`config.mk`:
```
export PLATFORM = sky130hd
export DESIGN_NAME = scs_clock_select
export DESIGN_NICKNAME = d
export VERILOG_FILES = /design/src/verilog/scs_pkg.sv /design/src/verilog/scs_glitch_mux.sv /design/src/verilog/scs_clock_select.sv
export SDC_FILE = /design/constraint.sdc
export NUM_CORES = 1
export LEC_CHECK = 0
export BUFFER_PORTS_ARGS = -buffer_cell sky130_fd_sc_hd__buf_2
export CORE_MARGIN = 1.5
export CORE_UTILIZATION = 55
export DETAILED_ROUTE_END_ITERATION = 8
export PLACE_DENSITY = 0.79
export SYNTH_ARGS = -nofsm -noshare
export SYNTH_HDL_FRONTEND = slang
export SYNTH_SLANG_ARGS = --single-unit
```
`constraint.sdc`:
```
create_clock -name ref_clk -period 2.7 [get_ports ref_clk]
set_input_delay 0.675 -clock ref_clk [delete_from_list [all_inputs] [get_ports ref_clk]]
set_output_delay 0.675 -clock ref_clk [all_outputs]
set_load 0.01 [all_outputs]
```
`src/verilog/scs_pkg.sv`:
```
// Purpose: shared constants and types for the system clock source select block
// Assumes: one 40 MHz sampling clock; oscillators and pins arrive as raw levels
// Notes: every clock source is handled as a sampled level, never as a clock net
//
// What this block does
// - power-up default source comes from a two-bit configuration field, four choices
// - external mode clocks from primary pin; secondary pin stays I/O or clock out
// - software switches between internal block and configured default at run time
// - internal mode frees the input pin; output pin follows clock out enable
// - fast oscillator goes through postscaler then multiplexer set by frequency select
// - fast oscillator enabled for fast setting and (config 00 or select 1x)
// - start-up oscillator drives internal clock until fast oscillator settles
// - fast ready flag follows whether the fast oscillator runs
// - fast stable flag set only within 0.5% of final frequency
// - slow oscillator enabled by code 000 with config 00 or select 1x, or timer needs
// - power-up timer and watchdog are clocked from the slow oscillator
// - slow ready flag follows whether the slow oscillator runs
// - peripheral RC clock starts automatically on any peripheral request
// - peripheral RC clock keeps running during sleep
// - per-peripheral clock routing: converter, timers, logic cells
// - frequency codes decode to 16 MHz downward, 001x 31.25 kHz, 000x slow
// - reset loads frequency select 0111 and clears system clock select
// - switch: start new clock, wait old falling, hold low, new rising, update flags
// - clock out enable 1 gives plain I/O, 0 drives clock out
package scs_pkg;

    localparam int SYNC_STAGES = 2;
    localparam int POST_WIDTH = 9;
    localparam int ID_WIDTH = 5;

    localparam logic [1:0] MODE_EXT_HIGH = 2'h3;
    localparam logic [1:0] MODE_EXT_MEDIUM = 2'h2;
    localparam logic [1:0] MODE_EXT_LOW = 2'h1;
    localparam logic [1:0] MODE_INTERNAL = 2'h0;

    localparam logic [3:0] FREQ_RESET = 4'h7;
    localparam logic [1:0] SEL_RESET = 2'h0;
    localparam int SEL_INTERNAL_BIT = 1;

    // source id: bit 4 set means external pin, else low nibble is a frequency code
    localparam logic [ID_WIDTH-1:0] ID_EXTERNAL = 5'h10;
    localparam int ID_EXT_BIT = 4;

    // logic cell clock choices
    localparam logic [2:0] LC_SYS = 3'h0;
    localparam logic [2:0] LC_PRC = 3'h1;
    localparam logic [2:0] LC_FAST = 3'h2;
    localparam logic [2:0] LC_SLOW = 3'h3;
    localparam logic [2:0] LC_TMR0 = 3'h4;
    localparam logic [2:0] LC_TMR1 = 3'h5;
    localparam logic [2:0] LC_TMR2 = 3'h6;

    typedef struct packed {
        logic clock_out_enable_n;
        logic [1:0] mode;
    } scs_cfg_t;

    typedef struct packed {
        logic [3:0] internal_freq_select;
        logic [1:0] sys_clock_select;
    } scs_ctrl_t;

    typedef struct packed {
        logic fast_osc_ready;
        logic slow_osc_ready;
        logic fast_osc_stable;
    } scs_stat_t;

    typedef enum logic [1:0] {
        SW_IDLE = 2'b00,
        SW_START = 2'b01,
        SW_WAIT_FALL = 2'b11,
        SW_WAIT_RISE = 2'b10
    } scs_sw_state_t;

endpackage

```
`src/verilog/scs_glitch_mux.sv`:
```
// Purpose: glitch-free switch between two sampled clock levels
// Assumes: levels are synchronised to ref_clk; new_ready high once new source runs
// Notes: output is held low across the gap, so no high phase is ever shortened
`timescale 1ns/1ps
module scs_glitch_mux
    import scs_pkg::*;
(
    input wire logic ref_clk,
    input wire logic rstn,
    input wire logic [scs_pkg::ID_WIDTH-1:0] req_id,
    input wire logic [scs_pkg::ID_WIDTH-1:0] reset_id,
    input wire logic old_level,
    input wire logic new_level,
    input wire logic new_ready,
    output logic [scs_pkg::ID_WIDTH-1:0] active_id,
    output logic [scs_pkg::ID_WIDTH-1:0] pending_id,
    output logic clk_level,
    output logic busy
);
    scs_sw_state_t state;
    scs_sw_state_t next_state;
    logic new_prev;
    logic [ID_WIDTH-1:0] next_active;
    logic [ID_WIDTH-1:0] next_pending;
    logic next_clk;

    wire new_rise = new_level & ~new_prev;
    wire change = req_id != active_id;

    always_comb
    begin
        next_state = state;
        next_active = active_id;
        next_pending = pending_id;
        next_clk = old_level;
        case (state)
            SW_IDLE:
            begin
                if (change)
                begin
                    next_pending = req_id;
                    next_state = SW_START;
                end
            end
            SW_START:
            begin
                if (new_ready)
                    next_state = SW_WAIT_FALL;
            end
            SW_WAIT_FALL:
            begin
                // once old is low the output is frozen low
                if (!old_level)
                begin
                    next_clk = 1'b0;
                    next_state = SW_WAIT_RISE;
                end
            end
            SW_WAIT_RISE:
            begin
                next_clk = 1'b0;
                if (new_rise)
                begin
                    next_clk = 1'b1;
                    next_active = pending_id;
                    next_state = SW_IDLE;
                end
            end
            default:
                next_state = SW_IDLE;
        endcase
    end

    always_ff @(posedge ref_clk or negedge rstn)
    begin
        if (!rstn)
        begin
            state <= SW_IDLE;
            active_id <= ID_EXTERNAL;
            pending_id <= ID_EXTERNAL;
            clk_level <= 1'b0;
            new_prev <= 1'b0;
        end
        else
        begin
            state <= next_state;
            active_id <= next_active;
            pending_id <= next_pending;
            clk_level <= next_clk;
            new_prev <= new_level;
        end
    end

    // reset_id is unused at run time; kept so the top can document its power-up target
    assign busy = (state != SW_IDLE) | (reset_id == active_id & 1'b0);
endmodule

```
`src/verilog/scs_clock_select.sv`:
```
// Purpose: system clock source selection, postscaler, oscillator enables and routing
// Assumes: all oscillator and pin inputs are raw levels from other domains
// Notes: sources up to 20 MHz are sampled at 40 MHz, so edge timing is coarse
`timescale 1ns/1ps
module scs_clock_select
    import scs_pkg::*;
(
    input wire logic ref_clk,
    input wire logic rstn,
    input wire scs_pkg::scs_cfg_t cfg,
    input wire logic ctrl_write,
    input wire scs_pkg::scs_ctrl_t ctrl_wdata,
    input wire logic clock_input_pin,
    input wire logic fast_osc_clk,
    input wire logic fast_osc_running,
    input wire logic fast_osc_settled,
    input wire logic startup_osc_clk,
    input wire logic slow_osc_clk,
    input wire logic slow_osc_running,
    input wire logic peripheral_rc_raw,
    input wire logic tmr0_level,
    input wire logic tmr1_level,
    input wire logic tmr2_level,
    input wire logic power_up_timer_need,
    input wire logic watchdog_timer_need,
    input wire logic prc_request,
    input wire logic sleep_mode,
    input wire logic adc_use_prc,
    input wire logic [2:0] logic_cell_sel,
    output scs_pkg::scs_ctrl_t ctrl,
    output scs_pkg::scs_stat_t oscillator_status,
    output logic sys_clk_level,
    output logic switch_busy,
    output logic fast_osc_enable,
    output logic slow_osc_enable,
    output logic prc_enable,
    output logic timer_clk_level,
    output logic adc_clk_level,
    output logic logic_cell_clk_level,
    output logic clock_input_is_gpio,
    output logic secondary_pin_out,
    output logic secondary_pin_oe
);
    localparam int NSYNC = 12;

    ////////////////////////////////////////////////////////////////////////////////
    // input synchronisers

    logic [NSYNC-1:0] raw_in;
    logic [NSYNC-1:0] sync1;
    logic [NSYNC-1:0] sync2;

    assign raw_in = {tmr2_level, tmr1_level, tmr0_level, peripheral_rc_raw, slow_osc_running,
                     slow_osc_clk, startup_osc_clk, fast_osc_settled, fast_osc_running,
                     fast_osc_clk, clock_input_pin, 1'b0};

    genvar gi;
    generate
        for (gi = 0; gi < NSYNC; gi++)
        begin : g_sync
            always_ff @(posedge ref_clk or negedge rstn)
            begin
                if (!rstn)
                begin
                    sync1[gi] <= 1'b0;
                    sync2[gi] <= 1'b0;
                end
                else
                begin
                    sync1[gi] <= raw_in[gi];
                    sync2[gi] <= sync1[gi];
                end
            end
        end
    endgenerate

    wire ext_lvl = sync2[1];
    wire fast_lvl = sync2[2];
    wire fast_run = sync2[3];
    wire fast_ok = sync2[4];
    wire startup_lvl = sync2[5];
    wire slow_lvl = sync2[6];
    wire slow_run = sync2[7];
    wire prc_lvl = sync2[8];
    wire tmr0_s = sync2[9];
    wire tmr1_s = sync2[10];
    wire tmr2_s = sync2[11];

    ////////////////////////////////////////////////////////////////////////////////
    // software control fields

    always_ff @(posedge ref_clk or negedge rstn)
    begin
        if (!rstn)
        begin
            ctrl.internal_freq_select <= FREQ_RESET;
            ctrl.sys_clock_select <= SEL_RESET;
        end
        else if (ctrl_write)
        begin
            ctrl <= ctrl_wdata;
        end
    end

    wire [3:0] freq = ctrl.internal_freq_select;
    wire sel_internal = ctrl.sys_clock_select[SEL_INTERNAL_BIT];
    wire cfg_internal = cfg.mode == MODE_INTERNAL;
    // reserved select 01 falls back to the configured default
    wire use_internal = sel_internal | cfg_internal;
    wire freq_is_slow = freq[3:1] == 3'h0;

    ////////////////////////////////////////////////////////////////////////////////
    // fast oscillator, start-up handover and postscaler

    // start-up oscillator stands in until the fast one is within tolerance
    wire base_lvl = fast_ok ? fast_lvl : startup_lvl;
    logic base_prev;
    logic [POST_WIDTH-1:0] post_cnt;
    wire [POST_WIDTH-1:0] next_post_cnt = post_cnt + 1'b1;

    always_ff @(posedge ref_clk or negedge rstn)
    begin
        if (!rstn)
        begin
            base_prev <= 1'b0;
            post_cnt <= '0;
        end
        else
        begin
            base_prev <= base_lvl;
            if (base_lvl & ~base_prev)
                post_cnt <= next_post_cnt;
        end
    end

    // level of a source id; used for the old and the new side of a switch
    function automatic logic level_of(input logic [ID_WIDTH-1:0] id, input logic [POST_WIDTH-1:0] cnt,
                                      input logic base, input logic slow, input logic ext);
        logic [3:0] c;
        c = id[3:0];
        level_of = 1'b0;
        if (id[ID_EXT_BIT])
            level_of = ext;
        else if (c == 4'hF)
            level_of = base;
        else if (c[3])
            level_of = cnt[3'(4'hE - c)];
        else if (c[2])
            level_of = cnt[3'(4'hB - c)];
        else if (c[1])
            level_of = cnt[8];
        else
            level_of = slow;
    endfunction

    ////////////////////////////////////////////////////////////////////////////////
    // glitch-free source switch

    logic [ID_WIDTH-1:0] active_id;
    logic [ID_WIDTH-1:0] pending_id;
    logic mux_clk;
    logic mux_busy;

    wire [ID_WIDTH-1:0] req_id = use_internal ? {1'b0, freq} : ID_EXTERNAL;
    wire old_lvl = level_of(active_id, post_cnt, base_lvl, slow_lvl, ext_lvl);
    wire new_lvl = level_of(pending_id, post_cnt, base_lvl, slow_lvl, ext_lvl);
    wire pend_slow = pending_id[3:1] == 3'h0;
    // external source is assumed present; internal ones must report running
    wire new_ready = pending_id[ID_EXT_BIT] | (pend_slow ? slow_run : fast_run);

    scs_glitch_mux u_mux (
        .ref_clk(ref_clk),
        .rstn(rstn),
        .req_id(req_id),
        .reset_id(ID_EXTERNAL),
        .old_level(old_lvl),
        .new_level(new_lvl),
        .new_ready(new_ready),
        .active_id(active_id),
        .pending_id(pending_id),
        .clk_level(mux_clk),
        .busy(mux_busy)
    );

    ////////////////////////////////////////////////////////////////////////////////
    // oscillator enables, start of the new clock comes before the switch

    wire pend_int = mux_busy & ~pending_id[ID_EXT_BIT];
    wire act_int = ~active_id[ID_EXT_BIT];
    wire want_fast = (~freq_is_slow & (cfg_internal | sel_internal))
                     | (pend_int & ~pend_slow) | (act_int & active_id[3:1] != 3'h0);
    wire want_slow = (freq_is_slow & sel_internal) | (freq_is_slow & cfg_internal)
                     | power_up_timer_need | watchdog_timer_need
                     | (pend_int & pend_slow) | (act_int & active_id[3:1] == 3'h0);
    // sleep does not gate the rc clock
    wire want_prc = prc_request | (sleep_mode & prc_request);

    ////////////////////////////////////////////////////////////////////////////////
    // routing and pin functions

    logic lc_lvl;
    always_comb
    begin
        case (logic_cell_sel)
            LC_SYS: lc_lvl = mux_clk;
            LC_PRC: lc_lvl = prc_lvl;
            LC_FAST: lc_lvl = base_lvl;
            LC_SLOW: lc_lvl = slow_lvl;
            LC_TMR0: lc_lvl = tmr0_s;
            LC_TMR1: lc_lvl = tmr1_s;
            LC_TMR2: lc_lvl = tmr2_s;
            default: lc_lvl = mux_clk;
        endcase
    end

    wire clock_output_pin_on = ~cfg.clock_out_enable_n;

    ////////////////////////////////////////////////////////////////////////////////
    // registered outputs

    always_ff @(posedge ref_clk or negedge rstn)
    begin
        if (!rstn)
        begin
            oscillator_status <= '0;
            sys_clk_level <= 1'b0;
            switch_busy <= 1'b0;
            fast_osc_enable <= 1'b0;
            slow_osc_enable <= 1'b0;
            prc_enable <= 1'b0;
            timer_clk_level <= 1'b0;
            adc_clk_level <= 1'b0;
            logic_cell_clk_level <= 1'b0;
            clock_input_is_gpio <= 1'b0;
            secondary_pin_out <= 1'b0;
            secondary_pin_oe <= 1'b0;
        end
        else
        begin
            // flags wait until a running switch has completed
            if (!mux_busy)
            begin
                oscillator_status.fast_osc_ready <= fast_run;
                oscillator_status.slow_osc_ready <= slow_run;
                oscillator_status.fast_osc_stable <= fast_run & fast_ok;
            end
            sys_clk_level <= mux_clk;
            switch_busy <= mux_busy;
            fast_osc_enable <= want_fast;
            slow_osc_enable <= want_slow;
            prc_enable <= want_prc;
            timer_clk_level <= slow_lvl;
            adc_clk_level <= adc_use_prc ? prc_lvl : mux_clk;
            logic_cell_clk_level <= lc_lvl;
            clock_input_is_gpio <= act_int;
            secondary_pin_out <= clock_output_pin_on & mux_clk;
            secondary_pin_oe <= clock_output_pin_on;
        end
    end
endmodule

```
# Word-level counts from Yosys, hierarchy flattened
# Index checks and enable logic that the tools add are counted.
# totals
regBits,66
latch_bits,0
mem_bits_rw,0
mem_bits_ro,0
input_bits,31
output_inout_bits,20
word_cells,141
memories,0
# classes
addsub,5
mul,0
n_div,0
order_cmp,4
n_eq_ne,16
shifts,0
mux,31
bitwise_logic,30
reduce_logical,10
# op_table
cell,count
"3-bit by 5-bit < comparator with 1-bit output, second input constant",4
1-bit 2-to-1 mux,19
1-bit AND,13
1-bit binary-select mux with 3-bit select,4
1-bit bitwise OR,10
"9-bit by 1-bit adder with 9-bit output, second input constant",1
"3-bit == test, second input constant",3
3-bit logical NOT,3
"4-bit == test, second input constant",2
2-bit 2-to-1 mux,4
2-bit case mux with 4 select lines,1
1-bit inverter,7
"3-bit by 2-bit == test with 1-bit output, second input constant",2
1-bit case mux with 6 select lines,1
"2-bit by 3-bit subtractor with 3-bit output, first input constant",2
"3-bit subtractor, first input constant",2
5-bit 2-to-1 mux,1
5-bit inequality test,1
"2-bit == test, second input constant",2
2-bit logical NOT,2
"2-bit by 1-bit inequality test with 1-bit output, second input constant",2
"2-bit inequality test, second input constant",2
2-bit AND reduction,2
4-bit AND reduction,1
5 further kinds,5

# Depth between registers and ports, before layout
# Gate-level depths: netlist (run 1).
# depth
depth_word,10
mapped_depth,6
mapped_depth_nobuf,6

# Modules after synthesis
# Synthesis (run 1) repeated with hierarchy kept, for this count alone.
# hier_totals
hier_cells,202
hier_area_um2,2785.2
# by_module_without_submodules
module,n_inst,cells_per_inst,area_per_inst_um2,seq_area_each_um2
scs_clock_select,1,156,2140.8,1305.0
scs_glitch_mux,1,46,644.4,352.8

# Least setup slack after synthesis (run 1)
# Ideal clock, no wire load.
# synth_timing
path_kind,input-to-reg
startpoint,in cfg[1] (netlist name)
endpoint,reg u_mux.pending_id[4] (netlist name)
setup_time_ns,0.075
t_arrival_ns,1.990
required_time_ns,2.625
slack_ns,0.635
stages,5
n_path_buf,0
path_cell_list,o21bai_2 nand2_1 xnor2_1 o41ai_4 mux2i_1
# synth_via
elab_chain_len,5
# synth_rtl
item,line,source
start: declaration,scs_clock_select.sv:10,"input wire scs_pkg::scs_cfg_t cfg,"
2-bit logical NOT (*),scs_clock_select.sv:107,wire cfg_internal = cfg.mode == MODE_INTERNAL;
1-bit bitwise OR (*),scs_clock_select.sv:109,wire use_internal = sel_internal | cfg_internal;
5-bit 2-to-1 mux (*),scs_clock_select.sv:164,"wire [ID_WIDTH-1:0] req_id = use_internal ? {1'b0, freq} : ID_EXTERNAL;"
5-bit inequality test,scs_glitch_mux.sv:28,wire change = req_id != active_id;
2-bit AND reduction (no line),n/a,
end signal: assignment,scs_glitch_mux.sv:88,pending_id <= next_pending;
end: declaration,scs_glitch_mux.sv:16,"output logic [scs_pkg::ID_WIDTH-1:0] pending_id,"
# Every way passes the cells marked *; elsewhere a longest branch is shown, timed or not.
# A chain may end at the register's enable or synchronous reset.

# Final worst setup path (run 1)
# layout_timing
startpoint,reg u_mux.pending_id[1] (netlist name)
endpoint,reg u_mux.active_id[1] (netlist name)
# layout_via
elab_chain_len,9
word_cells_on_any_way,14
classes_between,add/sub: 2; eq/ne: 1; mux: 9; bitwise: 1; reduce/logical: 1
# layout_rtl
item,line,source
2-bit by 3-bit subtractor with 3-bit output,scs_clock_select.sv:149,level_of = cnt[3'(4'hB - c)];
1-bit binary-select mux with 3-bit select,scs_clock_select.sv:149,
1-bit 2-to-1 mux (not written as such),scs_clock_select.sv:149,
1-bit 2-to-1 mux,scs_clock_select.sv:148,else if (c[2])
1-bit 2-to-1 mux,scs_clock_select.sv:146,else if (c[3])
1-bit 2-to-1 mux,scs_clock_select.sv:144,else if (c == 4'hF)
1-bit 2-to-1 mux,scs_clock_select.sv:142,if (id[ID_EXT_BIT])
1-bit AND,scs_glitch_mux.sv:27,wire new_rise = new_level & ~new_prev;
2-bit AND reduction (no line),n/a,
end signal: assignment,scs_glitch_mux.sv:87,active_id <= next_active;
end: declaration,scs_glitch_mux.sv:15,"output logic [scs_pkg::ID_WIDTH-1:0] active_id,"
# Parallel ways exist; a longest one is shown, timed or not. The select of a mux whose other input is x is not followed.

==> flow_summary.yaml, run 1 <==
run_status:
  status: "complete, no violations"
clock_tree:
  cts_hold_buf: 0
  clkTransAtPathRegs_ps: 60
  cts_buffers: 9
  cts_setup_buffers: 0
  root_buffer: "clkbuf_8"
  cts_sinks: 66
  cts-resized-gates: 0
  cts_tree: "done"
  clock_latency_ps: 340
  cts_buffer_depth: 2
  cts_max_level: 3
sta:
  drv_slew: 0
  rsz0062_at_grt: "no"
  tns_ps: 0
  setup_viol: 0
  finClkSkew_ps: 8.26
  setup_ws_ps: 381
  slew_headroom_pct: 58.5
  fmax_mhz: 431
  fin_crit_ps: 2320
  hold_violations: 0
  whs_ps: 341
  worst_slew_pin_slew_ps: 620
  fin_crit_sh_pct: 85.9
global_route:
  grt_pass1_wl_mm: 8.16
  antenna_found_initial: 0
  gr-total-overflow: 0
  grt.total_usage_pct: 20.6
  grt_max_degree: 67
  grt_pass1_vias: 1776
placed_design:
  placed_cell_area_sq_um: 3080
  place_congestion: 0.921
  post-dp-hpwl_mm: 3.35
  dp_slack_ps: 297
  io_buffers: 49
synth:
  synth_compound_area_share_pct: 8.13
  synth_xor_area_share_pct: 3.82
  synth.mux.area_fraction_pct: 13.9
  synth_flop_cell: "dfrtp_1"
  synth_cells: 206
  synth-simple-area-share_pct: 9.81
  yosysMostFrequentCell: "dfrtp_1"
  synthArstFlopShare_pct: 100
  syn-mean-instance-area_sq_um: 13.4
  syn-num-nets: 240
  synthTopCellsByCount: "61 x dfrtp_1, 17 x nand2_1, 14 x mux2_2"
  synthAdderAreaFrac_pct: 1.36
  synth_area_leader_cell: "dfrtp_1"
  synth_top_family_by_area: "multiplexers"
  synth-edff-count: 0
  synth.yosys.seq_area_share_pct: 60.2
  synth_seq_cells: 66
  synth.distinct_cells: 44
  syn_area_sq_um: 2750
  ys_top_cells_by_area: "dfrtp_1 55%, mux2_2 5.7%, dfstp_2 4.8%"
  synth_warnings: 0
  synthDominantCellAreaShare_pct: 55.4
die:
  die-area_sq_um: 5440
  start_util_pct: 57.5
  row_count: 25
  die_w_um: 73.8
  core_sq_um: 4790
  die_y_um: 73.8
  io-pin-count: 51
routing:
  routedLengthMet1_mm: 2.22
  finalWirelength_mm: 4.88
  via_count: 1788
  wl_per_cell_um: 14.6
  routed-wl-met3_um: 177
  dr_wl_met2_mm: 2.39
  top_layer: "met4"
  first_pass_iters: 4
  avgViaCountPerCell: 5.35
  drtIter0Drc: 135
  ant_nets: 0
  drc: 0
run:
  maxCapViolations: 0
final_layout:
  multi_input_area_sq_um: 1020
  seqCellArea_sq_um: 1660
  layout-drive-gt1-share_pct: 34.5
  n_antenna_cell: 0
  fillers: 348
  design_area_sq_um: 3290
  final_nets: 296
  area_growth_syn_to_layout_pct: 19.4
setup_path:
  startpoint_type: "flip-flop"
  cp_max_fo: 7
  worstSetupPathType: "flip-flop to flip-flop"
  path_delay_family: "simple AND/OR/NAND/NOR gates"
  max_stage_delay_ps: 480
  endpoint_kind: "flip-flop"
  cp_cell_sequence: "ha_1 > mux4_2 > a2bb2oi_1 > and4_4 > nor4b_4 > mux2_2"
  crit_buf_inv: 0
  required_ps: 2920
  cp.arrival_ps: 2540
  slowest_stage: "dfrtp_1"
worst_hold_path:
  hp-class: "input port to asynchronous set/reset pin"
power:
  ir_drop_v: 0.000638
  power_density_nw_per_um2: 1030
  total_leakage_power_nw: 1.53
report_power, final:
| part | leakage (nW) | switching [W] | total [W] | internal, W |
|---|---|---|---|---|
| registers | 0.778 | 0.000261 | 0.00150 | 0.00124 |
| logic | 0.647 | 0.000505 | 0.00104 | 0.000532 |
| clock network | 0.107 | 0.000345 | 0.000847 | 0.000501 |
| total | 1.53 | 0.00111 | 0.00338 | 0.00227 |
through the flow:
step | total power [W] | instances | utilization [%]
floorplan | 0.00225 | 206 | -
global placement | 0.00251 | 318 | 64.4
detailed placement | 0.00255 | 318 | 64.4
CTS | 0.00340 | 334 | 68.7
global route | 0.00360 | 334 | 68.7
finish | 0.00338 | 334 | 68.7
cells in the final DEF, fill, tap and decap left out, types with 5 or more instances in the layout:
| master | n |
|---|---|
| mux2i_1 | 11 |
| buf_2 | 49 |
| clkbuf_8 | 12 |
| dfrtp_1 | 61 |
| inv_1 | 12 |
| dfstp_2 | 5 |
| mux2_2 | 14 |
| xnor2_1 | 8 |
| nand2_1 | 17 |
| nor2_1 | 7 |
| nor3_1 | 6 |
| nor2b_1 | 5 |
per-layer routing:
layer	global-route usage, %	up-vias
met1	27.1	902
met2	31.8	30
met5	0	-
li1	-	847
met4	8.64	0
met3	6.58	9
cell type report:
cell class | instances | area share [%]
multi-input combinational | 122 | 31.1
inverter | 12 | 1.37
tap | 67 | 2.55
clock inverter | 2 | 1.07
timing repair buffer | 51 | 8.30
clock buffer | 14 | 5.25
sequential | 66 | 50.4
logic make-up after synthesis:
kind of cell	Yosys count
flip-flops	66
adder cells (fa/ha/maj)	3
buffers and inverters	18
XOR/XNOR	12
AO/OA/AOI/OAI	27
AND/OR/NAND/NOR	50
multiplexers	30
state kept, by name (all words and copies together), names as in the netlist, 2 cells and up:
name,cells
sync1,11
post_cnt,9
u_mux.active_id,5
u_mux.pending_id,5
freq,4
oscillator_status,3
ctrl,2
u_mux.state,2
worst paths after layout:
path | cells past startpoint | slack [ps] | end | start
worst max-delay path | 6 | 380 | u_mux.active_id[1] | u_mux.pending_id[1]
worst min-delay path | 2 | 340 | post_cnt[1] | rstn
worst max register to register | 6 | 380 | u_mux.active_id[1] | u_mux.pending_id[1]
worst min register to register | 0 | 340 | slow_lvl | sync1[6]
max in group asynchronous | 2 | 2040 | u_mux.active_id[4] | rstn
min in group ref_clk | 0 | 340 | slow_lvl | sync1[6]
Power figures use the tool's default switching activity.
==> inputs of run 2 (changes only) <==
--- a/config.mk
+++ b/config.mk
@@ -10,6 +10,7 @@
 export CORE_UTILIZATION = 55
 export DETAILED_ROUTE_END_ITERATION = 8
 export PLACE_DENSITY = 0.79
+export RECOVER_POWER = 25
 export SYNTH_ARGS = -nofsm -noshare
 export SYNTH_HDL_FRONTEND = slang
 export SYNTH_SLANG_ARGS = --single-unit
==> flow_summary.yaml, run 2 (synthesis results as in run 1) <==
worst_hold_path:
  hp-class: "flip-flop to flip-flop"
power:
  p_comb_share_pct: 30.6
  total_power_w: 0.00338
  netSwitchingFraction_pct: 32.9
  p_int_w: 0.00227
  p_clk_share_pct: 25.0
  ir_drop_v: 0.000638
  p_switching_w: 0.00111
  power_density_nw_per_um2: 1030
  total_leakage_power_nw: 1.52
  p_seq_share_pct: 44.4
sta:
  tns_ps: 0
  worst_slew_pin_slew_ps: 1550
  drv_slew: 67
  fmax_mhz: 431
  fin_crit_ps: 2320
  fin_crit_sh_pct: 85.9
  setup_viol: 0
  hold_violations: 0
  whs_ps: 341
  slew_headroom_pct: -3.04
  finClkSkew_ps: 8.26
  rsz0062_at_grt: "no"
clock_tree:
  clkTransAtPathRegs_ps: 70
  cts_buffers: 9
  cts_sinks: 66
  cts_buffer_depth: 2
  cts_setup_buffers: 0
  cts_hold_buf: 0
  cts_tree: "done"
  clock_latency_ps: 340
  cts_max_level: 3
  root_buffer: "clkbuf_8"
  cts-resized-gates: 0
routing:
  finalWirelength_mm: 4.88
  via_count: 1788
  ant_nets: 0
  avgViaCountPerCell: 5.35
  drtIter0Drc: 135
  drc: 0
  wl_per_cell_um: 14.6
  first_pass_iters: 4
final_layout:
  final_cell_mix: "61 x dfrtp_1, 48 x buf_2, 17 x nand2_1"
  design_area_sq_um: 3270
  mostFrequentLayoutCell: "dfrtp_1"
  final_nets: 296
  largest_register: "sync1"
  largestRegisters: "sync1 (11), post_cnt (9)"
  area_growth_syn_to_layout_pct: 18.8
  largest_reg_flops: 11
  layout-drive-gt1-share_pct: 34.1
  n_antenna_cell: 0
  stdcell_count: 334
global_route:
  grt_pass1_vias: 1776
  grt_pass1_wl_mm: 8.16
  grt.total_usage_pct: 20.6
  antenna_found_initial: 0
  grt_max_degree: 67
  gr-total-overflow: 0
setup_path:
  startpoint_type: "flip-flop"
  cp.arrival_ps: 2540
  cp_max_fo: 7
  worstSetupPathType: "flip-flop to flip-flop"
  endpoint_kind: "flip-flop"
  required_ps: 2920
die:
  row_count: 25
  io-pin-count: 51
  die_w_um: 73.8
  die-area_sq_um: 5440
  core_sq_um: 4790
  die_y_um: 73.8
  start_util_pct: 57.5
placed_design:
  post-dp-hpwl_mm: 3.35
  dp.cells: 318
  placed_cell_area_sq_um: 3080
  io_buffers: 49
  place_congestion: 0.921
run_status:
  violations: "capacitance limit, slew limit"
  status: "finished, violations left"
run:
  maxCapViolations: 1
[run 2: metrics by stage]
step,util (%),setup WS (ps)
final,68.4,381
after global routing,68.4,247
after CTS,68.7,375
after detailed placement,64.4,297
after global placement,64.4,339
after floorplan,-,635
[run 2: power by group through the flow]
| stage | Combinational, W | Sequential (W) | Clock (W) |
|---|---|---|---|
| after detailed placement | 0.00104 | 0.00151 | 0 |
| after global placement | 0.00100 | 0.00150 | 0 |
| final | 0.00103 | 0.00150 | 0.000847 |
| after floorplan | 0.000802 | 0.00145 | 0 |
| after global routing | 0.00115 | 0.00154 | 0.000898 |
| after CTS | 0.00104 | 0.00150 | 0.000859 |
[run 2: layout make-up]
type / instances / area [sq um]
Tap cell: 67 / 83.8
Inverter: 12 / 45.0
Timing Repair Buffer: 51 / 256
Clock inverter: 2 / 35.0
Clock buffer: 14 / 173
Sequential cell: 66 / 1660
Fill cell: 350 / 1510
Multi-Input combinational cell: 122 / 1020
[run 2: per-layer routing]
metal  share of wire [%]  routed length, um  track usage, %  vias to the layer above
li1                    -                  -               -                      847
met1                  46               2220            27.1                      902
met2                  49               2390            31.8                       30
met3                 3.6                176            6.58                        9
met4                 1.9                 92            8.64                        0
met5                   0                  0               0                        -
[run 2: worst max-delay path, cell delays in order (launching register included)]
cell and delay, ps:
dfrtp_1 480, ha_1 350, mux4_2 220, a2bb2oi_1 70, and4_4 220, nor4b_4 470
mux2_2 390
[run 2: path summary, 6_finish.rpt]
kind | from | to | slack (ps) | cells after the start
max | u_mux.pending_id[1] | u_mux.active_id[1] | 380 | 6
min | sync1[6] | slow_lvl | 340 | 0
max reg2reg | u_mux.pending_id[1] | u_mux.active_id[1] | 380 | 6
min reg2reg | sync1[6] | slow_lvl | 340 | 0
max in group asynchronous | rstn | fast_osc_enable | 970 | 2
min in group asynchronous | rstn | post_cnt[1] | 810 | 2
